$ cat src/umc_consts.svh
// umc_consts: register offsets, bit positions, reset values and counts
`ifndef UMC_CONSTS_SVH
`define UMC_CONSTS_SVH
`define UMC_OFS_RX_HOLD   6'h00
`define UMC_OFS_INT_EN    6'h04
`define UMC_OFS_LINE_ST   6'h08
`define UMC_OFS_MODEM_CTL 6'h0C
`define UMC_OFS_MODEM_ST  6'h10
`define UMC_OFS_ENH_FEAT  6'h14
`define UMC_OFS_FLOW_THR  6'h18
`define UMC_OFS_TRIG_LVL  6'h1C
`define UMC_OFS_FIFO_RDY  6'h20
`define UMC_MC_DTR        0
`define UMC_MC_RTS        1
`define UMC_MC_FRDY       2
`define UMC_MC_IRQEN      3
`define UMC_MC_LOOP       4
`define UMC_MC_XANY       5
`define UMC_MC_TACC       6
`define UMC_MC_DIV4       7
`define UMC_IE_RXD        0
`define UMC_IE_THR        1
`define UMC_IE_LINE       2
`define UMC_IE_MODEM      3
`define UMC_IE_SLEEP      4
`define UMC_IE_XOFF       5
`define UMC_IE_RTSC       6
`define UMC_IE_CTSC       7
`define UMC_EF_ENH        4
`define UMC_MC_ENH_MASK   8'hE0
`define UMC_IE_ENH_MASK   8'hF0
`define UMC_MC_RST        8'h00
`define UMC_IE_RST        8'h00
`define UMC_EF_RST        8'h00
`define UMC_SYNC_RST      6'h1F
`define UMC_STRAP_CYC     3'h5
`define UMC_NSYNC         6
`endif

$ cat src/umc_pkg.sv
// umc_pkg: state record types of the block
`include "umc_consts.svh"
package umc_pkg;
  typedef struct packed {
    logic [`UMC_NSYNC-1:0] s1;
    logic [`UMC_NSYNC-1:0] s2;
    logic [`UMC_NSYNC-1:0] s3;
    logic [`UMC_NSYNC-1:0] stab;
    logic [3:0]            lvl;
    logic [3:0]            chg;
  } umc_sync_type;

  typedef struct packed {
    logic [7:0] modem_control;
    logic [7:0] interrupt_enable;
    logic [7:0] enh_feature;
    logic [7:0] flow_threshold;
    logic [7:0] trigger_level;
    logic [3:0] modem_delta;
    logic       thr_pend;
    logic       thr_arm;
    logic [7:0] rdata;
    logic       wreq;
    logic       rx_pop;
    logic       irq;
    logic       dtr_n;
    logic       rts_n;
    logic       tx_pin;
    logic       rx_core;
    logic [2:0] strap_cnt;
    logic       strap_done;
  } umc_top_type;
endpackage

$ cat src/umc_modem_if.sv
// umc_modem_if: modem line levels and changes between tracker and top
`timescale 1ns/1ps
interface umc_modem_if;
  logic       loop_en;
  logic [3:0] loop_src;
  logic [3:0] level;
  logic [3:0] change;
  logic       rx_line;
  logic       strap_lvl;
  modport ctl (output loop_en, output loop_src, input level, input change,
               input rx_line, input strap_lvl);
  modport trk (input loop_en, input loop_src, output level, output change,
               output rx_line, output strap_lvl);
endinterface

$ cat src/umc_pin_sync.sv
// umc_pin_sync: pin synchronisers and modem line change detection
`timescale 1ns/1ps
`include "umc_consts.svh"
module umc_pin_sync (
  input  wire logic clock,
  input  wire logic rst_n,
  input  wire logic cts_n,
  input  wire logic dsr_n,
  input  wire logic ri_n,
  input  wire logic cd_n,
  input  wire logic rx_pin,
  input  wire logic prescale_sel_pin,
  umc_modem_if.trk  mif
);
  umc_pkg::umc_sync_type st_r;
  umc_pkg::umc_sync_type st_nxt;
  logic [`UMC_NSYNC-1:0] pins;
  logic [`UMC_NSYNC-1:0] agree;
  logic [3:0]            cur;

  assign pins = {prescale_sel_pin, rx_pin, cd_n, ri_n, dsr_n, cts_n};

  always_comb begin
    st_nxt    = st_r;
    st_nxt.s1 = pins;
    st_nxt.s2 = st_r.s1;
    st_nxt.s3 = st_r.s2;
    // s1 feeds only s2; a level counts once s2 and s3 agree
    agree       = ~(st_r.s2 ^ st_r.s3);
    st_nxt.stab = (agree & st_r.s3) | (~agree & st_r.stab);
    // index 0 cts, 1 dsr, 2 ri, 3 cd
    if (mif.loop_en) begin
      cur = {mif.loop_src[3], mif.loop_src[2], mif.loop_src[0], mif.loop_src[1]};
    end else begin
      cur = ~st_r.stab[3:0];
    end
    st_nxt.lvl    = cur;
    st_nxt.chg[0] = cur[0] ^ st_r.lvl[0];
    st_nxt.chg[1] = cur[1] ^ st_r.lvl[1];
    st_nxt.chg[3] = cur[3] ^ st_r.lvl[3];
    // pin rising means level falling; in loopback the control bit rising
    st_nxt.chg[2] = mif.loop_en ? (cur[2] & ~st_r.lvl[2]) : (st_r.lvl[2] & ~cur[2]);
  end

  always_ff @(posedge clock or negedge rst_n) begin
    if (!rst_n) begin
      st_r <= '{s1: `UMC_SYNC_RST, s2: `UMC_SYNC_RST, s3: `UMC_SYNC_RST,
                stab: `UMC_SYNC_RST, lvl: 4'h0, chg: 4'h0};
    end else begin
      st_r <= st_nxt;
    end
  end

  assign mif.level     = st_r.lvl;
  assign mif.change    = st_r.chg;
  assign mif.rx_line   = st_r.stab[4];
  assign mif.strap_lvl = st_r.stab[5];
endmodule

$ cat src/umc_top.sv
// umc_top: modem control, modem status and interrupt enable of one channel
//
// Our own choices: the address map and register access over Avalon-MM.
`timescale 1ns/1ps
`include "umc_consts.svh"
module umc_top (
  input  wire logic        clock,
  input  wire logic        nrst,
  input  wire logic [5:0]  avs_address,
  input  wire logic        avs_read,
  input  wire logic        avs_write,
  input  wire logic [31:0] avs_writedata,
  input  wire logic [3:0]  avs_byteenable,
  output logic      [31:0] avs_readdata,
  output logic             avs_waitrequest,
  input  wire logic [7:0]  rx_head_data,
  input  wire logic [2:0]  rx_head_err,
  input  wire logic        rx_nonempty,
  input  wire logic        rx_overrun,
  input  wire logic        rx_any_err,
  input  wire logic        thr_empty,
  input  wire logic        tx_empty,
  output logic             rx_pop,
  input  wire logic [7:0]  fifo_ready_in,
  input  wire logic        rx_data_req,
  input  wire logic        line_err_req,
  input  wire logic        thr_below,
  input  wire logic        thr_written,
  input  wire logic        xoff_req,
  input  wire logic        rts_chg_req,
  input  wire logic        cts_chg_req,
  input  wire logic        auto_rts_en,
  input  wire logic        auto_rts_n,
  input  wire logic        cts_n,
  input  wire logic        dsr_n,
  input  wire logic        ri_n,
  input  wire logic        cd_n,
  output logic             dtr_n,
  output logic             rts_n,
  output logic             irq_o,
  output logic             irq_oe,
  input  wire logic        ser_tx,
  input  wire logic        ser_rx_pin,
  output logic             ser_tx_pin,
  output logic             ser_rx,
  input  wire logic        prescale_sel_pin,
  output logic             sleep_en,
  output logic             xon_any_en,
  output logic             thresh_access_en,
  output logic             prescale_div4,
  output logic             fifo_ready_en,
  output logic             loopback_en
);
  logic [1:0]           rst_pipe_r;
  logic                 rst_n;
  umc_pkg::umc_top_type st_r;
  umc_pkg::umc_top_type st_nxt;
  logic                 loop;
  logic                 req;
  logic                 commit;
  logic                 enh;
  logic                 tacc;
  logic                 arm;
  logic [7:0]           wd;
  logic [7:0]           ie_m;
  logic [7:0]           mc_m;
  logic [7:0]           line_status;
  logic [7:0]           modem_status;
  logic [7:0]           rd_val;
  logic [3:0]           clr;

  umc_modem_if mif ();

  // async assert, release through two flops
  always_ff @(posedge clock or negedge nrst) begin
    if (!nrst) begin
      rst_pipe_r <= 2'h0;
    end else begin
      rst_pipe_r <= {rst_pipe_r[0], 1'b1};
    end
  end
  assign rst_n = rst_pipe_r[1];

  umc_pin_sync u_sync (
    .clock            (clock),
    .rst_n            (rst_n),
    .cts_n            (cts_n),
    .dsr_n            (dsr_n),
    .ri_n             (ri_n),
    .cd_n             (cd_n),
    .rx_pin           (ser_rx_pin),
    .prescale_sel_pin (prescale_sel_pin),
    .mif              (mif.trk)
  );

  assign loop         = st_r.modem_control[`UMC_MC_LOOP];
  assign mif.loop_en  = loop;
  assign mif.loop_src = st_r.modem_control[3:0];
  assign req          = avs_read | avs_write;
  assign commit       = req & ~st_r.wreq;
  assign enh          = st_r.enh_feature[`UMC_EF_ENH];
  assign tacc         = st_r.modem_control[`UMC_MC_TACC];
  assign wd           = avs_writedata[7:0];
  assign ie_m         = enh ? 8'hFF : ~`UMC_IE_ENH_MASK;
  assign mc_m         = enh ? 8'hFF : ~`UMC_MC_ENH_MASK;
  assign arm          = st_r.interrupt_enable[`UMC_IE_THR] & thr_below;
  // error bits come straight from the fifo head, no local copy
  assign line_status  = {rx_any_err, tx_empty, thr_empty, rx_head_err,
                         rx_overrun, rx_nonempty};
  assign modem_status = {mif.level, st_r.modem_delta};

  always_comb begin
    st_nxt        = st_r;
    st_nxt.rx_pop = 1'b0;
    clr           = 4'h0;
    case (avs_address)
      `UMC_OFS_RX_HOLD:   rd_val = rx_head_data;
      `UMC_OFS_INT_EN:    rd_val = st_r.interrupt_enable;
      `UMC_OFS_LINE_ST:   rd_val = line_status;
      `UMC_OFS_MODEM_CTL: rd_val = st_r.modem_control;
      `UMC_OFS_MODEM_ST:  rd_val = modem_status;
      `UMC_OFS_ENH_FEAT:  rd_val = st_r.enh_feature;
      `UMC_OFS_FLOW_THR:  rd_val = st_r.flow_threshold;
      `UMC_OFS_TRIG_LVL:  rd_val = st_r.trigger_level;
      `UMC_OFS_FIFO_RDY:  rd_val = st_r.modem_control[`UMC_MC_FRDY] ? fifo_ready_in : 8'h00;
      default:            rd_val = 8'h00;
    endcase
    // bus held off until the strap has settled through the synchroniser
    if (!st_r.strap_done) begin
      st_nxt.strap_cnt = st_r.strap_cnt + 3'h1;
      if (st_r.strap_cnt == `UMC_STRAP_CYC) begin
        st_nxt.strap_done                  = 1'b1;
        st_nxt.modem_control[`UMC_MC_DIV4] = ~mif.strap_lvl;
      end
    end
    if (st_r.wreq) begin
      if (req && st_r.strap_done) begin
        st_nxt.wreq  = 1'b0;
        st_nxt.rdata = rd_val;
      end
    end else begin
      st_nxt.wreq = 1'b1;
      if (avs_write && avs_byteenable[0]) begin
        case (avs_address)
          `UMC_OFS_INT_EN: begin
            st_nxt.interrupt_enable = (st_r.interrupt_enable & ~ie_m) | (wd & ie_m);
          end
          `UMC_OFS_MODEM_CTL: begin
            st_nxt.modem_control = (st_r.modem_control & ~mc_m) | (wd & mc_m);
          end
          `UMC_OFS_ENH_FEAT: begin
            st_nxt.enh_feature = wd;
          end
          `UMC_OFS_FLOW_THR: begin
            if (enh && tacc) begin
              st_nxt.flow_threshold = wd;
            end
          end
          `UMC_OFS_TRIG_LVL: begin
            if (enh && tacc) begin
              st_nxt.trigger_level = wd;
            end
          end
          default: begin
          end
        endcase
      end
      if (avs_read && avs_address == `UMC_OFS_RX_HOLD) begin
        st_nxt.rx_pop = 1'b1;
      end
      // clear only what the read reported, so a late change survives
      if (avs_read && avs_address == `UMC_OFS_MODEM_ST) begin
        clr = st_r.rdata[3:0];
      end
    end
    st_nxt.modem_delta = (st_r.modem_delta & ~clr) | mif.change;
    st_nxt.thr_arm = arm;
    if (thr_written || !arm) begin
      st_nxt.thr_pend = 1'b0;
    end
    if (arm && !st_r.thr_arm) begin
      st_nxt.thr_pend = 1'b1;
    end
    st_nxt.irq = (st_r.interrupt_enable[`UMC_IE_RXD] & rx_data_req)
               | st_r.thr_pend
               | (st_r.interrupt_enable[`UMC_IE_LINE] & line_err_req)
               | (st_r.interrupt_enable[`UMC_IE_MODEM] & (|st_r.modem_delta))
               | (st_r.interrupt_enable[`UMC_IE_XOFF] & xoff_req)
               | (st_r.interrupt_enable[`UMC_IE_RTSC] & rts_chg_req)
               | (st_r.interrupt_enable[`UMC_IE_CTSC] & cts_chg_req);
    // dtr, rts and the transmit pin park inactive while looped back; receive takes ser_tx
    st_nxt.dtr_n = loop | ~st_r.modem_control[`UMC_MC_DTR];
    st_nxt.rts_n = loop | (auto_rts_en ? auto_rts_n : ~st_r.modem_control[`UMC_MC_RTS]);
    st_nxt.tx_pin  = loop | ser_tx;
    st_nxt.rx_core = loop ? ser_tx : mif.rx_line;
  end

  always_ff @(posedge clock or negedge rst_n) begin
    if (!rst_n) begin
      st_r <= '{modem_control: `UMC_MC_RST, interrupt_enable: `UMC_IE_RST,
                enh_feature: `UMC_EF_RST, wreq: 1'b1, dtr_n: 1'b1, rts_n: 1'b1,
                tx_pin: 1'b1, rx_core: 1'b1, default: '0};
    end else begin
      st_r <= st_nxt;
    end
  end

  assign avs_readdata     = {24'h00_0000, st_r.rdata};
  assign avs_waitrequest  = st_r.wreq;
  assign rx_pop           = st_r.rx_pop;
  assign dtr_n            = st_r.dtr_n;
  assign rts_n            = st_r.rts_n;
  assign irq_o            = st_r.irq;
  assign irq_oe           = st_r.modem_control[`UMC_MC_IRQEN];
  assign ser_tx_pin       = st_r.tx_pin;
  assign ser_rx           = st_r.rx_core;
  assign sleep_en         = st_r.interrupt_enable[`UMC_IE_SLEEP];
  assign xon_any_en       = st_r.modem_control[`UMC_MC_XANY];
  assign thresh_access_en = st_r.modem_control[`UMC_MC_TACC];
  assign prescale_div4    = st_r.modem_control[`UMC_MC_DIV4];
  assign fifo_ready_en    = st_r.modem_control[`UMC_MC_FRDY];
  assign loopback_en      = loop;
endmodule

$ cat config.mk
export PLATFORM = sky130hd
export DESIGN_NAME = umc_top
export DESIGN_NICKNAME = d
export VERILOG_FILES = /design/src/umc_pkg.sv /design/src/umc_modem_if.sv /design/src/umc_pin_sync.sv /design/src/umc_top.sv
export VERILOG_INCLUDE_DIRS = /design/src /design/src/src
export SDC_FILE = /design/constraint.sdc
export NUM_CORES = 1
export LEC_CHECK = 0
export ABC_AREA = 0
export ABC_CLOCK_PERIOD_IN_PS = 4100
export BUFFER_PORTS_ARGS = -buffer_cell sky130_fd_sc_hd__buf_2
export CORE_MARGIN = 4
export CORE_UTILIZATION = 52
export CTS_CLUSTER_DIAMETER = 200
export DETAILED_ROUTE_END_ITERATION = 8
export HOLD_SLACK_MARGIN = 0.15
export PLACE_DENSITY = 0.8
export SLEW_MARGIN = 5
export SYNTH_ARGS = -nofsm -noshare
export SYNTH_HDL_FRONTEND = slang
export SYNTH_SLANG_ARGS = --single-unit
export TNS_END_PERCENT = 10
$ cat constraint.sdc
create_clock -name clock -period 4.1 [get_ports clock]
set_input_delay 0.205 -clock clock [delete_from_list [all_inputs] [get_ports clock]]
set_output_delay 0.205 -clock clock [all_outputs]
set_load 0.03 [all_outputs]
==> flow_summary.json <==
{
  "finalSetupTns_ns": 0,
  "postCtsSetupRepairBufs": 0,
  "met1_usage_pct": 26.3,
  "p_sw_share_pct": 26.3,
  "final.setup.worst_slack_ns": 2.07,
  "clockBufferDepth": 2,
  "dpl.hpwl_mm": 6.60,
  "pwr-share-seq_pct": 59.2,
  "cts-buffers-inserted": 9,
  "syn_inst": 332,
  "routed_wl_mm": 9.10,
  "floorplan.die_area_mm2": 0.0101,
  "netlist_area_mm2": 0.00443,
  "async_flop_share_pct": 100,
  "grtUsageTotal_pct": 18.8,
  "clkTransAtPathRegs_ns": 0.09,
  "slowest_stage": "o211ai_1",
  "status": "complete, no violations",
  "drc": 0,
  "grt.busiest_layer": "met2",
  "required_ns": 4.34,
  "fin_crit_ns": 2.03,
  "p_leak_nw": 2.46,
  "yosysSeqAreaShare_pct": 56.6,
  "dr.pass1.iters": 5,
  "port-buffer-count": 80,
  "routabilityCongestion": 0.815,
  "ys.flop_type": "dfrtp_1",
  "synth_cell_types": 59,
  "post-place-ws_ns": 1.90,
  "synth_area_leader_cell": "dfrtp_1",
  "crit_path_start_kind": "input port",
  "tightest_slew_ns": 0.855,
  "synth_edf_count": 0,
  "ys.warnings.count": 0,
  "synth_seq_cells": 99,
  "slew_violations": 0,
  "via_per_inst": 5.40,
  "worstPathMaxFanout": 11,
  "cp_cell_sequence": "dlygate4sd3_1 -> buf_2 -> o211ai_1 -> nor3_1 -> nand2_1 -> nor2_1 -> a221o_1",
  "grt_pass1_wl_mm": 14.7,
  "grt_pass1_vias": 2870,
  "yosysTopAreaCellShare_pct": 41.8,
  "rows": 33,
  "vias": 2912,
  "switchingPower_mw": 0.473,
  "die_h_um": 100,
  "num_antenna_cells": 0,
  "rsz0062_at_grt": "no",
  "syn_to_final_growth_pct": 16.6,
  "tritoncts": "done",
  "setup_violations": 0,
  "drive_gt1_share_pct": 37.8,
  "wl_per_cell_um": 16.9,
  "pwr-share-clk_pct": 30.8,
  "grt.met3_usage_pct": 4.38,
  "io_pins": 132,
  "cpPeakStageDelay_ns": 0.64,
  "postSynthAreaPerCell_um2": 13.4,
  "p_int_mw": 1.33,
  "maxCapViolCount": 0,
  "skew_ns": 0.00960,
  "holdCritPathClass": "input port to flip-flop",
  "die_x_um": 100,
  "cts_max_level": 3,
  "drt-initial-drc-count": 192,
  "clock-root-buffer": "clkbuf_8",
  "antenna_found_initial": 0,
  "hold_viol_final": 0,
  "cp_data_arrival_time_ns": 2.27,
  "powerDensity_mw_per_mm2": 348,
  "grt_remaining_overflow": 0,
  "drtAntennaViolNets": 0,
  "max_slew_margin_pct": 43.0,
  "comb_power_share_pct": 10.1,
  "cts_resized": 0,
  "hold_buffers": 23,
  "clkLatencyLatePin_ns": 0.36,
  "fmaxAchievable_mhz": 493,
  "cts.sinks": 99,
  "initial_core_util_pct": 53.7,
  "post-route-period-util_pct": 49.4,
  "grt_max_degree": 69,
  "nets": 517,
  "ir_drop_mv": 0.238,
  "crit_type": "input port to flip-flop",
  "cp-end-kind": "flip-flop",
  "met2_usage_pct": 29.4,
  "netlist_top_cells_area": "dfrtp_1 (42%), dfstp_2 (15%), mux2_2 (7.9%)",
  "core_mm2": 0.00826
}
==> routing by layer <==
layer / wire length (um) / vias to the layer above
li1: - / 1347
met1: 3960 / 1433
met2: 4290 / 116
met3: 700 / 16
met4: 150 / 0
met5: 0 / -
==> cell type report <==
type	instances	area, um2
clock buffer	11	131
clock inverter	5	36.3
fill	639	3090
inverter	5	18.8
multi-input combinational	210	1700
sequential	99	2510
tap	105	131
timing repair buffer	104	638
==> per-stage QoR <==
stage | total power [mW] | std cells | hold slack (ns) | utilization, % | area (um2)
floorplan | 1.20 | 355 | -0.0906 | - | 4520
global placement | 1.24 | 500 | -0.0104 | 57.8 | 4770
detailed placement | 1.25 | 500 | -0.00929 | 57.8 | 4770
CTS | 1.81 | 539 | 0.175 | 62.6 | 5170
global route | 1.88 | 539 | 0.183 | 62.6 | 5170
finish | 1.80 | 539 | 0.181 | 62.6 | 5170
==> worst max-delay path: cells and delay by family <==
| family | cells | cell delay (ns) |
|---|---|---|
| AND/OR/NAND/NOR | 3 | 0.47 |
| buffers and inverters | 2 | 0.66 |
| AO/OA/AOI/OAI | 2 | 0.93 |
==> path summary, 6_finish.rpt <==
path,end,start,slack (ns),cells after the start
max,avs_readdata[2],avs_read,2.07,7
min,irq_o,cts_chg_req,0.18,3
max reg2reg,enh,avs_waitrequest,2.29,3
min reg2reg,u_sync.st_nxt[17],u_sync.st_nxt[23],0.36,0
max in group asynchronous,async pin,rst_pipe_r[1],2.73,1
min in group asynchronous,u_sync.st_nxt[25],rst_pipe_r[1],0.45,0
==> cells in the mapped netlist, types with 4 or more instances <==
library cell  instances
inv_1                 5
o22ai_1               5
nand2_1              18
mux2_1               11
nor2_1                8
buf_4                33
a22oi_1               6
a21o_1                7
dfstp_2              25
mux2i_1              21
mux2_2               31
nand2b_1              4
a222oi_1              7
buf_2                 5
dfrtp_1              74
o21ai_1               4
maj3_1                6
nor3b_1               4
==> layout by cell type, fill, tap and decap left out, types with 2 or more instances in the layout <==
cell type and count:
conb_1 25, nand2_1 18, nand2b_1 4, a31oi_1 2, and3b_1 2, a21oi_1 3
clkbuf_1 2, xnor2_1 2, o21ai_1 4, a222oi_1 7, xor2_1 3, nand4b_1 2
mux2i_1 21, dlygate4sd3_1 23, o22ai_1 5, a32oi_1 2, nor2b_1 2, and3_1 3
a21o_1 7, ha_1 2, nor4_1 2, a22oi_1 6, nor3b_1 4, dfrtp_1 73
buf_2 80, maj3_1 6, clkbuf_8 9, mux2_2 31, nor2_1 8, inv_1 5
and2_1 2, dfstp_2 25, mux4_2 2, mux2_1 11
==> power groups by stage <==
stage | logic, mW | registers [mW] | clock network [mW]
finish | 0.181 | 1.07 | 0.553
global route | 0.197 | 1.07 | 0.606
CTS | 0.181 | 1.07 | 0.566
detailed placement | 0.163 | 1.08 | 0
global placement | 0.160 | 1.08 | 0
floorplan | 0.111 | 1.09 | 0
==> kinds of logic (layout without fill, tap and decap cells) <==
logic type                 Yosys count  after routing  synth area share [%]
other                                2             25                 0.169
buffers and inverters               46            125                  7.00
muxes                               65             65                  16.4
xor gates and xnor gates             5              5                 0.988
adders and majority gates            8              8                  1.92
and+or+nand+nor                     62             62                  9.23
DFF                                 99             99                  56.6
AOI/OAI and AO/OA                   45             45                  7.70
Power figures use the tool's default switching activity.
